<file path="src/rtl/bmpc_params.svh">
// Behaviour
// - Hysteretic pulse starts low limit, ends high limit
// - Both drives off between hysteretic pulses
// - Forced continuous select high keeps PWM only
// - Sample phase once per cycle, before high-side
// - Phase comparator low means negative phase
// - Eight positive samples move PWM to hysteretic
// - Entering hysteretic turns both drives off
// - Eight negative samples return hysteretic to PWM
// - Below hysteretic level gives PWM next cycle
// - Low-side waits for high-side gate below 1V
// - High-side waits for low-side gate below 1V
// - Enable low keeps output off, no switching
// - Track ramp to 0.9V, then regulate
// - Power-good needs soft start done, in window
// - Undervoltage after soft start latches off
// - Overvoltage forces high off, low on
// - Crowbar held until output back in window
`ifndef BMPC_PARAMS_SVH
`define BMPC_PARAMS_SVH

// System clock
`define BMPC_CLK_PERIOD_NS 10
// Switching period at 300 kHz, in ns
`define BMPC_SW_PERIOD_NS 3333
// Switching period in system clock cycles
`define BMPC_SW_CYCLES (`BMPC_SW_PERIOD_NS / `BMPC_CLK_PERIOD_NS)
// Consecutive samples needed for a mode change
`define BMPC_MODE_RUN_LEN 8
// Number of synchronised input bits
`define BMPC_SYNC_BITS 13

// Bit positions inside the synchronised input vector
`define BMPC_IN_ENABLE 0
`define BMPC_IN_FCS 1
`define BMPC_IN_PHASE 2
`define BMPC_IN_HYST_LOW 3
`define BMPC_IN_HYST_HIGH 4
`define BMPC_IN_HYST_REG_LOW 5
`define BMPC_IN_PWM_DEMAND 6
`define BMPC_IN_HS_GATE_LOW 7
`define BMPC_IN_LS_GATE_LOW 8
`define BMPC_IN_RAMP_TARGET 9
`define BMPC_IN_WINDOW 10
`define BMPC_IN_UNDER 11
`define BMPC_IN_OVER 12

`endif

</file>
<file path="src/rtl/bmpc_pkg.sv">
package bmpc_pkg;

  // Converter operating mode
  typedef enum logic {
    BMPC_MODE_PWM = 1'b0,
    BMPC_MODE_HYST = 1'b1
  } bmpc_mode_type;

  // Soft-start and protection sequence, Gray along the usual path
  typedef enum logic [2:0] {
    BMPC_SS_OFF = 3'h0,
    BMPC_SS_RAMP = 3'h1,
    BMPC_SS_REG = 3'h3,
    BMPC_SS_DONE = 3'h2,
    BMPC_SS_LATCH = 3'h6
  } bmpc_ss_type;

  // Whole state of the controller
  typedef struct packed {
    logic [15:0] tick_cnt;
    bmpc_mode_type mode;
    logic [3:0] run_cnt;
    bmpc_ss_type ss;
    logic crowbar;
    logic hyst_pulse;
    logic hs_drive;
    logic ls_drive;
    logic output_in_window_flag;
    logic ramp_track;
    logic regulate;
    logic latched;
  } bmpc_state_type;

endpackage

</file>
<file path="src/rtl/bmpc_sync.sv">
`timescale 1ns/100ps
`include "bmpc_params.svh"

module bmpc_sync
  import bmpc_pkg::*;
#(
  parameter int WIDTH = `BMPC_SYNC_BITS
) (
  // Clock and reset
  input wire logic clock_i,
  input wire logic resetn_i,
  // Asynchronous inputs and their filtered copies
  input wire logic [WIDTH-1:0] async_i,
  output logic [WIDTH-1:0] sync_o
);

  typedef struct packed {
    logic [WIDTH-1:0] ff1;
    logic [WIDTH-1:0] ff2;
    logic [WIDTH-1:0] ff3;
    logic [WIDTH-1:0] out;
  } bmpc_sync_state_type;

  bmpc_sync_state_type state_reg;
  bmpc_sync_state_type state_next;
  logic [WIDTH-1:0] out_next;

  // A change counts only once the second and third stages agree
  for (genvar i = 0; i < WIDTH; i++) begin : g_bit
    assign out_next[i] = (state_reg.ff2[i] == state_reg.ff3[i]) ? state_reg.ff3[i] :
                         state_reg.out[i];
  end

  always_comb begin
    state_next = state_reg;
    state_next.ff1 = async_i;
    state_next.ff2 = state_reg.ff1;
    state_next.ff3 = state_reg.ff2;
    state_next.out = out_next;
  end

  // One register process, so every stage has a single driver
  always_ff @(posedge clock_i or negedge resetn_i) begin
    if (!resetn_i) begin
      state_reg <= '0;
    end else begin
      state_reg <= state_next;
    end
  end

  assign sync_o = state_reg.out;

endmodule

</file>
<file path="src/rtl/bmpc_top.sv">
`timescale 1ns/100ps
`include "bmpc_params.svh"

module bmpc_top
  import bmpc_pkg::*;
#(
  parameter int SW_CYCLES = `BMPC_SW_CYCLES,
  parameter int RUN_LEN = `BMPC_MODE_RUN_LEN
) (
  // Clock and reset
  input wire logic clock_i,
  input wire logic resetn_i,
  // Enable and mode select pins
  input wire logic enable_i,
  input wire logic forced_continuous_select_i,
  // Phase and hysteretic comparators
  input wire logic phase_cmp_i,
  input wire logic hyst_low_i,
  input wire logic hyst_high_i,
  input wire logic hyst_reg_low_i,
  // PWM modulator demand, high asks for the high-side switch
  input wire logic pwm_demand_i,
  // Gate-to-source detectors, high when below about 1V
  input wire logic hs_gate_low_i,
  input wire logic ls_gate_low_i,
  // Soft-start and output monitors
  input wire logic ramp_at_target_i,
  input wire logic in_window_i,
  input wire logic under_volt_i,
  input wire logic over_volt_i,
  // Switch drives
  output logic hs_drive_o,
  output logic ls_drive_o,
  // Status
  output logic output_in_window_flag_o,
  output logic ramp_track_o,
  output logic regulate_o,
  output logic hyst_mode_o,
  output logic latched_off_o,
  output logic crowbar_o
);

  ////////////////////////////////////////////////////////////////////////////
  // Input synchronisation

  // The tick counter is 16 bits wide, so SW_CYCLES must not exceed 65536
  localparam logic [15:0] TICK_LAST = 16'(SW_CYCLES - 1);
  localparam logic [3:0] RUN_LAST = 4'(RUN_LEN - 1);

  logic [`BMPC_SYNC_BITS-1:0] raw_in;
  logic [`BMPC_SYNC_BITS-1:0] syn_in;

  assign raw_in[`BMPC_IN_ENABLE] = enable_i;
  assign raw_in[`BMPC_IN_FCS] = forced_continuous_select_i;
  assign raw_in[`BMPC_IN_PHASE] = phase_cmp_i;
  assign raw_in[`BMPC_IN_HYST_LOW] = hyst_low_i;
  assign raw_in[`BMPC_IN_HYST_HIGH] = hyst_high_i;
  assign raw_in[`BMPC_IN_HYST_REG_LOW] = hyst_reg_low_i;
  assign raw_in[`BMPC_IN_PWM_DEMAND] = pwm_demand_i;
  assign raw_in[`BMPC_IN_HS_GATE_LOW] = hs_gate_low_i;
  assign raw_in[`BMPC_IN_LS_GATE_LOW] = ls_gate_low_i;
  assign raw_in[`BMPC_IN_RAMP_TARGET] = ramp_at_target_i;
  assign raw_in[`BMPC_IN_WINDOW] = in_window_i;
  assign raw_in[`BMPC_IN_UNDER] = under_volt_i;
  assign raw_in[`BMPC_IN_OVER] = over_volt_i;

  // synchronise all inputs
  // Pin to core takes four edges: three stages and the agreeing output
  // stage; the drives and flags follow one edge later.
  bmpc_sync #(
    .WIDTH(`BMPC_SYNC_BITS)
  ) u_sync (
    .clock_i(clock_i),
    .resetn_i(resetn_i),
    .async_i(raw_in),
    .sync_o(syn_in)
  );

  // Core copies of the filtered inputs
  logic en_s;
  logic fcs_s;
  logic phase_pos_s;
  logic hyst_low_s;
  logic hyst_high_s;
  logic hyst_reg_low_s;
  logic pwm_demand_s;
  logic hs_gate_low_s;
  logic ls_gate_low_s;
  logic ramp_target_s;
  logic window_s;
  logic under_s;
  logic over_s;

  assign en_s = syn_in[`BMPC_IN_ENABLE];
  assign fcs_s = syn_in[`BMPC_IN_FCS];
  assign phase_pos_s = syn_in[`BMPC_IN_PHASE];
  assign hyst_low_s = syn_in[`BMPC_IN_HYST_LOW];
  assign hyst_high_s = syn_in[`BMPC_IN_HYST_HIGH];
  assign hyst_reg_low_s = syn_in[`BMPC_IN_HYST_REG_LOW];
  assign pwm_demand_s = syn_in[`BMPC_IN_PWM_DEMAND];
  assign hs_gate_low_s = syn_in[`BMPC_IN_HS_GATE_LOW];
  assign ls_gate_low_s = syn_in[`BMPC_IN_LS_GATE_LOW];
  assign ramp_target_s = syn_in[`BMPC_IN_RAMP_TARGET];
  assign window_s = syn_in[`BMPC_IN_WINDOW];
  assign under_s = syn_in[`BMPC_IN_UNDER];
  assign over_s = syn_in[`BMPC_IN_OVER];

  ////////////////////////////////////////////////////////////////////////////
  // State

  bmpc_state_type state_reg;
  bmpc_state_type state_next;

  logic tick;
  logic active;
  logic sample;
  logic want_hs;
  logic want_ls;

  // Switching-cycle boundary, one system cycle wide
  assign tick = (state_reg.tick_cnt == TICK_LAST);

  // Converter may switch only while enabled and not latched off
  // Latch-off is left only through enable low or reset
  assign active = en_s &&
                  (state_reg.ss != BMPC_SS_OFF) &&
                  (state_reg.ss != BMPC_SS_LATCH);

  // sample at cycle end after low-side conduction
  // In hysteretic mode the low side stays off outside crowbar, so every tick counts
  assign sample = tick && active &&
                  ((state_reg.mode == BMPC_MODE_HYST) || state_reg.ls_drive);

  ////////////////////////////////////////////////////////////////////////////
  // Drive requests
  // Requests only; the dead-time gating in the next-state logic decides

  always_comb begin
    want_hs = 1'b0;
    want_ls = 1'b0;
    if (!active) begin
      want_hs = 1'b0;
      want_ls = 1'b0;
    end else if (state_reg.crowbar) begin
      // crowbar holds high off, low on
      want_hs = 1'b0;
      want_ls = 1'b1;
    end else if (state_reg.mode == BMPC_MODE_PWM) begin
      want_hs = pwm_demand_s;
      want_ls = !pwm_demand_s;
    end else begin
      // low side never on in hysteretic mode outside crowbar
      want_hs = state_reg.hyst_pulse;
      want_ls = 1'b0;
    end
  end

  ////////////////////////////////////////////////////////////////////////////
  // Next-state logic

  always_comb begin
    state_next = state_reg;

    if (tick) begin
      state_next.tick_cnt = 16'h0000;
    end else begin
      state_next.tick_cnt = state_reg.tick_cnt + 16'h0001;
    end

    // Soft-start and protection sequence
    case (state_reg.ss)
      BMPC_SS_OFF: begin
        if (en_s) begin
          state_next.ss = BMPC_SS_RAMP;
        end
      end
      BMPC_SS_RAMP: begin
        // stop tracking the ramp at 0.9V
        if (ramp_target_s) begin
          state_next.ss = BMPC_SS_REG;
        end
      end
      BMPC_SS_REG: begin
        if (window_s) begin
          state_next.ss = BMPC_SS_DONE;
        end
      end
      BMPC_SS_DONE: begin
        if (under_s) begin
          state_next.ss = BMPC_SS_LATCH;
        end
      end
      BMPC_SS_LATCH: begin
        state_next.ss = BMPC_SS_LATCH;
      end
      default: begin
        state_next.ss = BMPC_SS_OFF;
      end
    endcase
    if (!en_s) begin
      state_next.ss = BMPC_SS_OFF;
    end

    state_next.ramp_track = (state_next.ss == BMPC_SS_RAMP);
    state_next.regulate = (state_next.ss == BMPC_SS_REG) ||
                          (state_next.ss == BMPC_SS_DONE);
    state_next.latched = (state_next.ss == BMPC_SS_LATCH);

    // power good after soft start, in window
    // The flag drops in the edge after the output leaves the window
    state_next.output_in_window_flag = (state_next.ss == BMPC_SS_DONE) && window_s;

    // overvoltage enters crowbar; window leaves it
    // A fresh overvoltage wins over a window clear in the same cycle
    if (!active) begin
      state_next.crowbar = 1'b0;
    end else if (over_s) begin
      state_next.crowbar = 1'b1;
    end else if (state_reg.crowbar && window_s) begin
      state_next.crowbar = 1'b0;
    end

    // Mode control
    // One run counter serves both directions and restarts on every mode
    // change, so a run that straddles a change never counts twice
    if (!active) begin
      state_next.mode = BMPC_MODE_PWM;
      state_next.run_cnt = 4'h0;
      state_next.hyst_pulse = 1'b0;
    end else if (fcs_s) begin
      state_next.mode = BMPC_MODE_PWM;
      state_next.run_cnt = 4'h0;
      state_next.hyst_pulse = 1'b0;
    end else if (state_reg.mode == BMPC_MODE_PWM) begin
      if (sample) begin
        if (phase_pos_s) begin
          // eight positive samples in a row
          if (state_reg.run_cnt == RUN_LAST) begin
            state_next.mode = BMPC_MODE_HYST;
            state_next.run_cnt = 4'h0;
            // enter hysteretic with both drives off
            state_next.hyst_pulse = 1'b0;
          end else begin
            state_next.run_cnt = state_reg.run_cnt + 4'h1;
          end
        end else begin
          state_next.run_cnt = 4'h0;
        end
      end
    end else begin
      if (hyst_reg_low_s) begin
        // sudden load step returns to PWM at once
        // An undershoot overrides both the pulse and the run counter
        state_next.mode = BMPC_MODE_PWM;
        state_next.run_cnt = 4'h0;
        state_next.hyst_pulse = 1'b0;
      end else begin
        // pulse from lower limit to upper limit
        if (!state_reg.hyst_pulse && hyst_low_s) begin
          state_next.hyst_pulse = 1'b1;
        end else if (state_reg.hyst_pulse && hyst_high_s) begin
          state_next.hyst_pulse = 1'b0;
        end
        if (sample) begin
          if (!phase_pos_s) begin
            // eight negative samples in a row
            if (state_reg.run_cnt == RUN_LAST) begin
              state_next.mode = BMPC_MODE_PWM;
              state_next.run_cnt = 4'h0;
              state_next.hyst_pulse = 1'b0;
            end else begin
              state_next.run_cnt = state_reg.run_cnt + 4'h1;
            end
          end else begin
            state_next.run_cnt = 4'h0;
          end
        end
      end
    end

    // Drives switch off at once; turn-on waits for the other gate.
    // The partner drive must also be off here, so a slow detector
    // can never let both be asserted together.
    // high side waits for low-side gate
    state_next.hs_drive = want_hs &&
                          (state_reg.hs_drive ||
                           (!state_reg.ls_drive && ls_gate_low_s));
    // low side waits for high-side gate
    state_next.ls_drive = want_ls && !want_hs &&
                          (state_reg.ls_drive ||
                           (!state_reg.hs_drive && hs_gate_low_s));

    // the edge that enters hysteretic mode also drops both drives
    // so no PWM pulse outlives the mode change
    if ((state_reg.mode == BMPC_MODE_PWM) && (state_next.mode == BMPC_MODE_HYST)) begin
      state_next.hs_drive = 1'b0;
      state_next.ls_drive = 1'b0;
    end
  end

  ////////////////////////////////////////////////////////////////////////////
  // State register

  always_ff @(posedge clock_i or negedge resetn_i) begin
    if (!resetn_i) begin
      state_reg <= '{
        tick_cnt: 16'h0000,
        mode: BMPC_MODE_PWM,
        run_cnt: 4'h0,
        ss: BMPC_SS_OFF,
        crowbar: 1'b0,
        hyst_pulse: 1'b0,
        hs_drive: 1'b0,
        ls_drive: 1'b0,
        output_in_window_flag: 1'b0,
        ramp_track: 1'b0,
        regulate: 1'b0,
        latched: 1'b0
      };
    end else begin
      state_reg <= state_next;
    end
  end

  ////////////////////////////////////////////////////////////////////////////
  // Outputs, all straight from the state register

  assign hs_drive_o = state_reg.hs_drive;
  assign ls_drive_o = state_reg.ls_drive;
  assign output_in_window_flag_o = state_reg.output_in_window_flag;
  assign ramp_track_o = state_reg.ramp_track;
  assign regulate_o = state_reg.regulate;
  assign hyst_mode_o = state_reg.mode;
  assign latched_off_o = state_reg.latched;
  assign crowbar_o = state_reg.crowbar;

endmodule

</file>
<file path="config.mk">
export PLATFORM = sky130hd
export DESIGN_NAME = bmpc_top
export DESIGN_NICKNAME = d
export VERILOG_FILES = /design/src/rtl/bmpc_pkg.sv /design/src/rtl/bmpc_sync.sv /design/src/rtl/bmpc_top.sv
export VERILOG_INCLUDE_DIRS = /design/src /design/src/rtl
export SDC_FILE = /design/constraint.sdc
export NUM_CORES = 1
export LEC_CHECK = 0
export BUFFER_PORTS_ARGS = -buffer_cell sky130_fd_sc_hd__buf_4
export CAP_MARGIN = 40
export CORE_AREA = 2 2 80 82
export CTS_CLUSTER_DIAMETER = 30
export DETAILED_ROUTE_END_ITERATION = 16
export DIE_AREA = 0 0 82 84
export GPL_TIMING_DRIVEN = 0
export PLACE_DENSITY = 0.81
export SLEW_MARGIN = 30
export SYNTH_ARGS = -nofsm -noshare
export SYNTH_HDL_FRONTEND = slang
export SYNTH_SLANG_ARGS = --single-unit
</file>
<file path="constraint.sdc">
create_clock -name clock_i -period 1.9 [get_ports clock_i]
set_clock_uncertainty 0.05 [all_clocks]
set_input_delay 0 -clock clock_i [delete_from_list [all_inputs] [get_ports clock_i]]
set_output_delay 0 -clock clock_i [all_outputs]
set_load 0.01 [all_outputs]
</file>
==> qor.yml, run 1 <==
status:
  status: "complete, no violations"
pwr:
  intPower_mw: 2.64
  powerDensity_nw_per_um2: 907
  p_leak_nw: 1.67
  switching_share_pct: 22.8
  power_frac_comb_pct: 6.5
  switchingPower_mw: 0.781
  pwr-share-clk_pct: 36.8
  peakVddDrop_mv: 0.617
  power.total_mw: 3.42
  pwr-share-seq_pct: 56.8
setup_path:
  critPathSlowestCell: "or4_4"
  cpPeakStageDelay_ps: 450
  crit_path_end_kind: "register"
  r2r-end: "state_reg[6]$_DFFE_PN0P_"
  crit_start: "state_reg[25]$_DFF_PN0_"
  cp_cell_sequence: "nor4b_4, nand4_4, or4_4, o211a_1"
  cp_num_buf_inv: 0
  worst_r2r_path_depth: 4
  crit_path_max_fanout: 4
  worstPathArrival_ps: 2050
  rrSetupSlack_ps: 40
  crit_family: "simple AND/OR/NAND/NOR gates"
  crit_required_ps: 2090
  critPathLaunchType: "register"
  path_class: "reg -> reg"
  r2r-start: "state_reg[25]$_DFF_PN0_"
detailed_routing:
  routed_via_density: 5.39
  drtIter0Drc: 89
  drc_errors: 0
  wl_per_cell_um: 14.3
  dr_total_vias: 1914
  wirelength_mm: 5.06
  ant_nets: 0
  dr.pass1.iters: 4
logic_synthesis:
  netlist.area_leader.share_pct: 67.1
  syn_inst: 225
  synth_fp_nets: 243
  syn_area_per_cell_um2: 13.9
  synth-warning-count: 0
  synth_top_cells_by_area: "dfrtp_1 67%, maj3_1 4.2%, xnor2_1 2.8%, nor2_1 1.7%, xor2_1 1.4%"
  async_flop_share_pct: 100
  yosysMostFrequentCell: "dfrtp_1"
  synth_edf_count: 0
  ys_ff_latch: 84
  yosys-top-cells-count: "84 x dfrtp_1, 14 x nor2_1, 13 x maj3_1"
  ys.flop_type: "dfrtp_1"
  yosys.area.top_type: "dfrtp_1"
  syn_area_um2: 3130
  seq_area_frac_synth_pct: 67.1
  ys_types: 52
global_routing:
  grt_antenna_before_repair: 0
  grt_max_degree: 85
  grt_pass1_vias: 1926
  grt_overflow: 0
  grt_pass1_wl_mm: 8.87
  gr-usage-all-layers_pct: 17.5
layout:
  final_cells: 355
  layout-drive-gt1-share_pct: 20.1
  multi_input_area_um2: 1000
  final_nets: 291
  num-fill-cells: 467
  largest_register_ffs: 26
  regArea_um2: 2100
  synthToLayoutAreaGrowth_pct: 20.4
  diodes: 0
clock_tree:
  path_clk_slew_ps: 80
  cts_buffer_depth: 2
  cts_num_sinks: 84
  clock-root-buffer: "clkbuf_8"
  clock_latency_ps: 350
  cts_tree: "built"
  numCtsBuffers: 9
  htree_levels: 3
sta:
  slew_headroom_pct: 52.9
  drv_slew: 0
  period_minus_slack_ps: 1860
  rsz0062_at_grt: "true"
  worst-slew-pin-transition_ps: 706
  post-route-worst-setup-slack_ps: 37.1
  hold_slack_ps: 202
  max_freq_mhz: 537
  setup-violations-final: 0
  fin_crit_sh_pct: 98.0
  hold_viol: 0
  tns_ps: 0
floorplanning:
  core_um2: 6100
  rows: 29
  die_w_um: 82
  ios: 23
  die_area_um2: 6890
  initial_core_util_pct: 51.4
  die_y_um: 84
placed_design:
  place_congestion: 0.777
  port_buffers: 22
  post-place-ws_ps: -141
  place_inst: 324
  dpl.hpwl_mm: 3.31
hold_path:
  hold_path.class: "in -> async"
flow_run:
  cap_violations: 0
==> layer usage <==
layer / share of wire (%) / global-route usage [%] / up-vias
met5: 0 / 0 / -
met2: 50 / 25.6 / 23
met4: 2.1 / 9.55 / 0
met1: 45 / 23.1 / 979
met3: 3.4 / 5.30 / 9
li1: - / - / 903
==> layout by cell type, fill, tap and decap left out, types with 3 or more instances in the layout <==
master         synthesis  layout
dfrtp_1               84      83
buf_4                  0      23
nor2_1                14      14
dlygate4sd3_1          0      14
maj3_1                13      13
inv_1                 10      10
xnor2_1               10      10
clkbuf_8               0      10
nand2_1                6       6
nand4_1                5       5
nand3_1                5       5
xor2_1                 5       5
nor3_1                 5       5
nor2b_1                5       5
and4_1                 3       3
a21oi_1                3       3
nand2b_1               3       3
o21ai_0                3       3
ha_1                   3       3
==> cells by family (layout without fill, tap and decap cells) <==
group,Yosys count,after routing,synth area share [%]
flip-flops,84,84,67.1
buffers and inverters,13,66,1.56
AND/OR/NAND/NOR,67,67,14.4
AO/OA/AOI/OAI,30,30,7.39
XOR/XNOR,15,15,4.19
adder cells (fa/ha/maj),16,16,5.35
==> metrics by stage <==
stage,instance area [um2],util [%]
6_report,3770,61.9
2_1_floorplan,3130,-
4_1_cts,3760,61.7
3_3_place_gp,3390,55.7
3_5_place_dp,3400,55.7
5_1_grt,3770,61.9
==> final cells by class <==
type | count | area share, %
tap | 77 | 2.55
buffer | 2 | 0.232
timing repair buffer | 38 | 8.59
multi-input combinational | 128 | 26.5
clock buffer | 11 | 3.75
clock inverter | 5 | 1.59
inverter | 10 | 0.995
sequential | 84 | 55.8
==> how the worst max path moves through the flow <==
stage | endpoint | slack, ps | cells past startpoint
3_5_place_dp | state_reg[6]$_DFFE_PN0P_ | -140 | 6
5_1_grt | state_reg[6]$_DFFE_PN0P_ | -60 | 6
2_1_floorplan | state_reg[6]$_DFFE_PN0P_ | 1 | 6
4_1_cts | state_reg[6]$_DFFE_PN0P_ | 40 | 4
6_report | state_reg[6]$_DFFE_PN0P_ | 40 | 4
3_3_place_gp | state_reg[6]$_DFFE_PN0P_ | -120 | 6
==> power groups by stage <==
stage / registers [mW] / logic (mW) / clock network, mW
after floorplan: 1.96 / 0.0938 / 0
after global placement: 1.97 / 0.191 / 0
after detailed placement: 1.98 / 0.201 / 0
after CTS: 1.94 / 0.224 / 1.31
after global routing: 1.95 / 0.250 / 1.38
final: 1.94 / 0.222 / 1.26
==> timing repair <==
| item | CTS | global route |
|---|---|---|
| pin swaps | 4 | 2 |
| setup endpoints to repair | 4 | 4 |
| resized for setup | 3 | 5 |
| hold endpoints to repair | 97 | 0 |
| hold buffers | 14 | 0 |
| buffers inserted | 2 | 0 |
(Power assumes the default switching activity.)
==> inputs of run 2 (changes only) <==
Settings changed: BUFFER_PORTS_ARGS -buffer_cell sky130_fd_sc_hd__buf_4 to -buffer_cell sky130_fd_sc_hd__buf_2.
==> run 2 against run 1 <==
Net effect:
- critical path depth is 2 higher
- global-route usage shrank 0.38 points
- die area did not move
- core utilization is 0.27 points lower
- cell count rose by 1.4%
- worst hold slack worse by 130 ps
- largest cell class unchanged
- largest power group unchanged
==> qor.yml, run 2 (synthesis gave the netlist of run 1 again) <==
setup_path:
  endpoint: "state_reg[12]$_DFFE_PN0P_"
  crit_path_max_fanout: 3
  critPathLaunchType: "register"
  critPathSlowestCell: "dfrtp_1"
  crit_required_ps: 2090
  rrSetupSlack_ps: 30
  worstPathArrival_ps: 2050
  r2r-end: "state_reg[12]$_DFFE_PN0P_"
  r2r-start: "state_reg[17]$_DFF_PN0_"
  crit_path_end_kind: "register"
  crit_start: "state_reg[17]$_DFF_PN0_"
  path_class: "reg -> reg"
  cp_cell_sequence: "inv_1, ha_2, nor4bb_1, and4_2, o21ai_0, a32o_1"
  cpPeakStageDelay_ps: 390
  worst_r2r_path_depth: 6
clock_tree:
  clock-root-buffer: "clkbuf_8"
  cts_tree: "built"
  cts_num_sinks: 84
  clock_latency_ps: 350
  htree_levels: 3
  path_clk_slew_ps: 90
  cts_buffer_depth: 2
  numCtsBuffers: 9
detailed_routing:
  drc_errors: 0
  dr.pass1.iters: 4
  wl_per_cell_um: 14.1
  ant_nets: 0
  wirelength_mm: 5.09
  dr_total_vias: 1921
  routed_via_density: 5.34
  drtIter0Drc: 124
layout:
  diodes: 0
  final_common_cell: "dfrtp_1"
  synthToLayoutAreaGrowth_pct: 19.9
  final_nets: 296
  num-fill-cells: 458
  layout_common_cells: "83 x dfrtp_1, 21 x buf_2, 14 x nor2_1, 14 x dlygate4sd3_1, 13 x maj3_1"
  layout-drive-gt1-share_pct: 21.6
  largest_register_ffs: 26
pwr:
  power.total_mw: 3.34
  peakVddDrop_mv: 0.574
  p_leak_nw: 1.69
  powerDensity_nw_per_um2: 890
sta:
  drv_slew: 0
  setup-violations-final: 0
  slew_headroom_pct: 50.7
  worst-slew-pin-transition_ps: 735
  max_freq_mhz: 536
  hold_viol: 0
  post-route-worst-setup-slack_ps: 32.6
  fin_crit_sh_pct: 98.3
  period_minus_slack_ps: 1870
  rsz0062_at_grt: "true"
floorplanning:
  die_area_um2: 6890
  initial_core_util_pct: 51.4
  die_w_um: 82
  core_um2: 6100
  ios: 23
  rows: 29
  die_y_um: 84
global_routing:
  grt_use_met2_pct: 23.9
  grtUsageMet1_pct: 23.5
  grt_pass1_vias: 1941
  grt_antenna_before_repair: 0
  grt-busiest-layer: "met2"
  grt_pass1_wl_mm: 8.71
  grt_use_met3_pct: 4.55
  grt_overflow: 0
  gr-usage-all-layers_pct: 17.1
  grt_max_degree: 45
status:
  status: "complete, no violations"
placed_design:
  post-place-ws_ps: -141
  place_congestion: 0.805
  dpl.hpwl_mm: 3.33
  port_buffers: 22
flow_run:
  cap_violations: 0
hold_path:
  hold_path.class: "in -> async"
[run 2: cell count changes in the layout (fill, tap and decap cells not counted), sizes merged]
cell    change
clkbuf      +1
bufinv      -1
buf         +4
inv         +1
[run 2: cell type report]
cell class,instances,area [um2],area share [%]
Sequential cell,84,2100,56.0
Clock buffer,11,151,4.03
Clock inverter,5,42.5,1.13
Inverter,10,37.5,1.00
Buffer,2,11.3,0.300
Tap cell,77,96.3,2.57
Timing Repair Buffer,43,322,8.56
Multi-Input combinational cell,128,991,26.4
[run 2: repair_timing]
item / CTS / global route
gates resized for setup: 3 / 4
hold buffers: 14 / 0
buffers inserted: 6 / 0
pin swaps: 4 / 3
hold endpoints to repair: 97 / 0
setup endpoints to repair: 4 / 4
[run 2: worst min path at each step]
| stage | startpoint | depth (start not counted) | endpoint |
|---|---|---|---|
| finish | resetn_i | 2 | u_sync.state_next[20]$_DFF_PN0_ |
| global placement | hs_gate_low_i | 1 | u_sync.state_next[33]$_DFF_PN0_ |
| CTS | resetn_i | 2 | u_sync.state_next[20]$_DFF_PN0_ |
| floorplan | resetn_i | 0 | crowbar_o$_DFFE_PN0P_ |
| global route | resetn_i | 2 | u_sync.state_next[38]$_DFF_PN0_ |
| detailed placement | resetn_i | 1 | u_sync.state_next[20]$_DFF_PN0_ |
[run 2: worst max-delay path, delay by kind of cell (launching register included)]
kind / cells / cell delay, ps
buffers and inverters: 1 / 60
AND/OR/NAND/NOR: 2 / 620
flip-flops: 1 / 390
AO/OA/AOI/OAI: 2 / 470
adder cells (fa/ha/maj): 1 / 160
[run 2: routing by layer]
layer	share of wire (%)	wire [um]	vias up
met5	0	0	-
met4	1.6	83	0
met3	4.3	217	8
met2	47	2410	47
met1	47	2380	956
li1	-	-	910
[run 2: per-stage QoR]
| step | TNS, ps | area (um2) | utilization (%) | std cells | hold WS [ps] |
|---|---|---|---|---|---|
| 3_3_place_gp | -211 | 3340 | 54.8 | 324 | 57.3 |
| 5_1_grt | -31.1 | 3750 | 61.6 | 360 | 88.7 |
| 4_1_cts | 0 | 3750 | 61.5 | 360 | 68.0 |
| 2_1_floorplan | 0 | 3130 | - | 225 | -346 |
| 6_report | 0 | 3750 | 61.6 | 360 | 69.6 |
| 3_5_place_dp | -262 | 3360 | 55.2 | 325 | -121 |
[run 2: report_power, final]
group	leakage (nW)	total, mW	switching (mW)	internal (mW)
Clock	0.0965	1.20	0.636	0.560
Combinational	0.560	0.209	0.109	0.100
Sequential	1.03	1.94	0.0590	1.88
Total	1.69	3.34	0.804	2.54
==> inputs of run 3 (changes only) <==
Settings changed: CORE_AREA 2 2 80 82 to 2 2 81 83, DIE_AREA 0 0 82 84 to 0 0 83 85, GPL_TIMING_DRIVEN 0 to unset, PLACE_DENSITY 0.81 to 0.8, SYNTH_HIERARCHICAL set to 1.
==> run 3 against run 2 <==
Net effect:
- sequential power hardly changed
- global-route usage is 1.2 points lower
- sequential cell count unchanged
- total power up 1.3%
- worst setup slack better by 31 ps
- synthesized area is 1.3% higher
- critical path depth is the same
- cell count fell by 0.28%
- die area is 2.4% higher
- routed wire length fell by 2.9%
- first-iteration DRC count up 49%
- largest power group unchanged
==> qor.yml, run 3 <==
status:
  status: "complete, no violations"
pwr:
  pwr-share-clk_pct: 36.7
  intPower_mw: 2.60
  powerDensity_nw_per_um2: 917
  p_leak_nw: 1.65
  switchingPower_mw: 0.790
  pwr-share-seq_pct: 57.3
  power_frac_comb_pct: 6.0
  switching_share_pct: 23.3
  peakVddDrop_mv: 0.658
clock_tree:
  cts_num_sinks: 84
  htree_levels: 3
  clock_latency_ps: 350
  path_clk_slew_ps: 80
  clock-root-buffer: "clkbuf_8"
  cts_tree: "built"
  cts_buffer_depth: 2
  numCtsBuffers: 9
sta:
  hold_viol: 0
  drv_slew: 0
  period_minus_slack_ps: 1840
  worst-slew-pin-transition_ps: 470
  setup-violations-final: 0
  slew_headroom_pct: 68.7
  hold_slack_ps: 89.2
  max_freq_mhz: 544
  fin_crit_sh_pct: 96.7
  rsz0062_at_grt: "true"
detailed_routing:
  ant_nets: 0
  drtIter0Drc: 185
  drc_errors: 0
  dr.pass1.iters: 4
  wirelength_mm: 4.94
  dr_total_vias: 1871
  routed_via_density: 5.21
  wl_per_cell_um: 13.7
setup_path:
  crit_path_max_fanout: 4
  crit_required_ps: 2070
  worstPathArrival_ps: 2000
  r2r-end: "hs_drive_o$_DFF_PN0_"
  path_class: "reg -> reg"
  crit_path_end_kind: "register"
  crit_family: "simple AND/OR/NAND/NOR gates"
  r2r-start: "state_reg[16]$_DFF_PN0_"
  cp_num_buf_inv: 1
  cpPeakStageDelay_ps: 480
  rrSetupSlack_ps: 60
  critPathLaunchType: "register"
  critPathSlowestCell: "o41ai_1"
  cp_cell_sequence: "inv_2, ha_2, nor4b_4, nand4_2, o41ai_1, nor4_1"
  worst_r2r_path_depth: 6
logic_synthesis:
  seq_area_frac_synth_pct: 66.3
  async_flop_share_pct: 100
  synth_edf_count: 0
  yosys-top-cells-count: "84 x dfrtp_1, 15 x nor2_1, 13 x buf_4, 13 x maj3_2"
  synth-warning-count: 6
  synth_top_cells_by_area: "dfrtp_1 66%, maj3_2 4.6%, buf_4 3.1%, xnor2_1 2.5%, nor2_1 1.8%"
  netlist.area_leader.share_pct: 66.3
  ys_ff_latch: 84
  syn_area_um2: 3170
  synth_fp_nets: 254
  yosysMostFrequentCell: "dfrtp_1"
  yosys.area.top_type: "dfrtp_1"
  syn_area_per_cell_um2: 13.4
  ys.flop_type: "dfrtp_1"
  syn_inst: 236
  ys_types: 45
global_routing:
  grt_use_met3_pct: 4.86
  gr-usage-all-layers_pct: 15.9
  grt_pass1_wl_mm: 8.70
  grt_pass1_vias: 1848
  grt_overflow: 0
  grt_antenna_before_repair: 0
  grt_use_met2_pct: 23.5
  grtUsageMet1_pct: 21.5
  grt_max_degree: 50
  grt-busiest-layer: "met2"
layout:
  final_common_cell: "dfrtp_1"
  final_util_pct: 59.5
  multi_input_area_um2: 940
  final_nets: 295
  regArea_um2: 2100
  synthToLayoutAreaGrowth_pct: 16.4
  layout-drive-gt1-share_pct: 23.8
  layout_common_cells: "84 x dfrtp_1, 21 x buf_2, 15 x nor2_1, 14 x dlygate4sd3_1, 13 x maj3_2"
  num-fill-cells: 469
  diodes: 0
  fin_area_um2: 3690
  largest_register_ffs: 26
floorplanning:
  die_w_um: 83
  core_um2: 6200
  ios: 23
  die_y_um: 85
  die_area_um2: 7060
  rows: 29
  initial_core_util_pct: 51.1
placed_design:
  port_buffers: 22
  place_congestion: 0.920
  dpl.hpwl_mm: 3.28
  place_area_um2: 3330
hold_path:
  hold_path.class: "in -> async"
flow_run:
  cap_violations: 0
## run 3: cell count changes after synthesis, sizes merged, moves of 3 or more
cell	delta
buf	+14
and4	-3
nand3	+3
clkbuf	-3
nand2	+3
## run 3: area by class of cell
class,instances,share of cell area (%)
inverters,8,0.813
well taps,77,2.61
flip-flops and latches,84,56.9
clock buffers,9,3.35
multi-input cells,130,25.4
repair buffers,44,8.81
clock inverters,7,2.03
## run 3: cells by family after synthesis
family          Yosys count  synth area share, %
compound gates           23                 5.05
xor+xnor                 15                 4.14
fa+ha+maj                16                 5.80
buf+inv                  22                 4.18
flops                    84                 66.3
simple gates             76                 14.6
## run 3: worst max path at each step
stage                                  startpoint               endpoint  slack [ps]  depth (start not counted)
after floorplan           state_reg[16]$_DFF_PN0_  hyst_mode_o$_DFF_PN0_         140                          6
after global placement    state_reg[17]$_DFF_PN0_  hyst_mode_o$_DFF_PN0_         100                          6
after detailed placement  state_reg[17]$_DFF_PN0_  hyst_mode_o$_DFF_PN0_          10                          6
after CTS                 state_reg[16]$_DFF_PN0_  hyst_mode_o$_DFF_PN0_          30                          6
after global routing      state_reg[16]$_DFF_PN0_   hs_drive_o$_DFF_PN0_         -80                          6
final                     state_reg[16]$_DFF_PN0_   hs_drive_o$_DFF_PN0_          60                          6
## run 3: through the flow
stage	TNS (ps)	setup slack [ps]	power (mW)	std cells
4_1_cts	0	32.1	3.43	358
6_report	0	63.3	3.39	359
3_3_place_gp	0	98.2	2.15	326
3_5_place_dp	0	14.9	2.16	326
5_1_grt	-158	-77.6	3.56	359
2_1_floorplan	0	144	2.09	236
## run 3: worst reg2reg max path, cell delays in order, from the launching register on
cell and delay [ps]:
dfrtp_1 400, inv_2 80, ha_2 170, nor4b_4 240
nand4_2 170, o41ai_1 490, nor4_1 110
## run 3: timing repair
item / in CTS / in global routing
setup buffers: 2 / 1
hold buffers: 14 / 0
cloned: 0 / 0
pin swaps: 1 / 2
setup endpoints to repair: 1 / 7
hold endpoints to repair: 97 / 0
gates resized for setup: 0 / 3
## run 3: metal layers
metal	share of wire (%)	vias up
li1	-	906
met1	47	917
met2	47	42
met3	4.6	6
met4	1.7	0
met5	0	-
## run 3: power by group through the flow
stage | clock network (mW) | logic (mW) | registers (mW)
2_1_floorplan | 0 | 0.130 | 1.96
3_3_place_gp | 0 | 0.177 | 1.97
3_5_place_dp | 0 | 0.184 | 1.98
4_1_cts | 1.28 | 0.207 | 1.94
5_1_grt | 1.38 | 0.228 | 1.95
6_report | 1.24 | 0.203 | 1.94
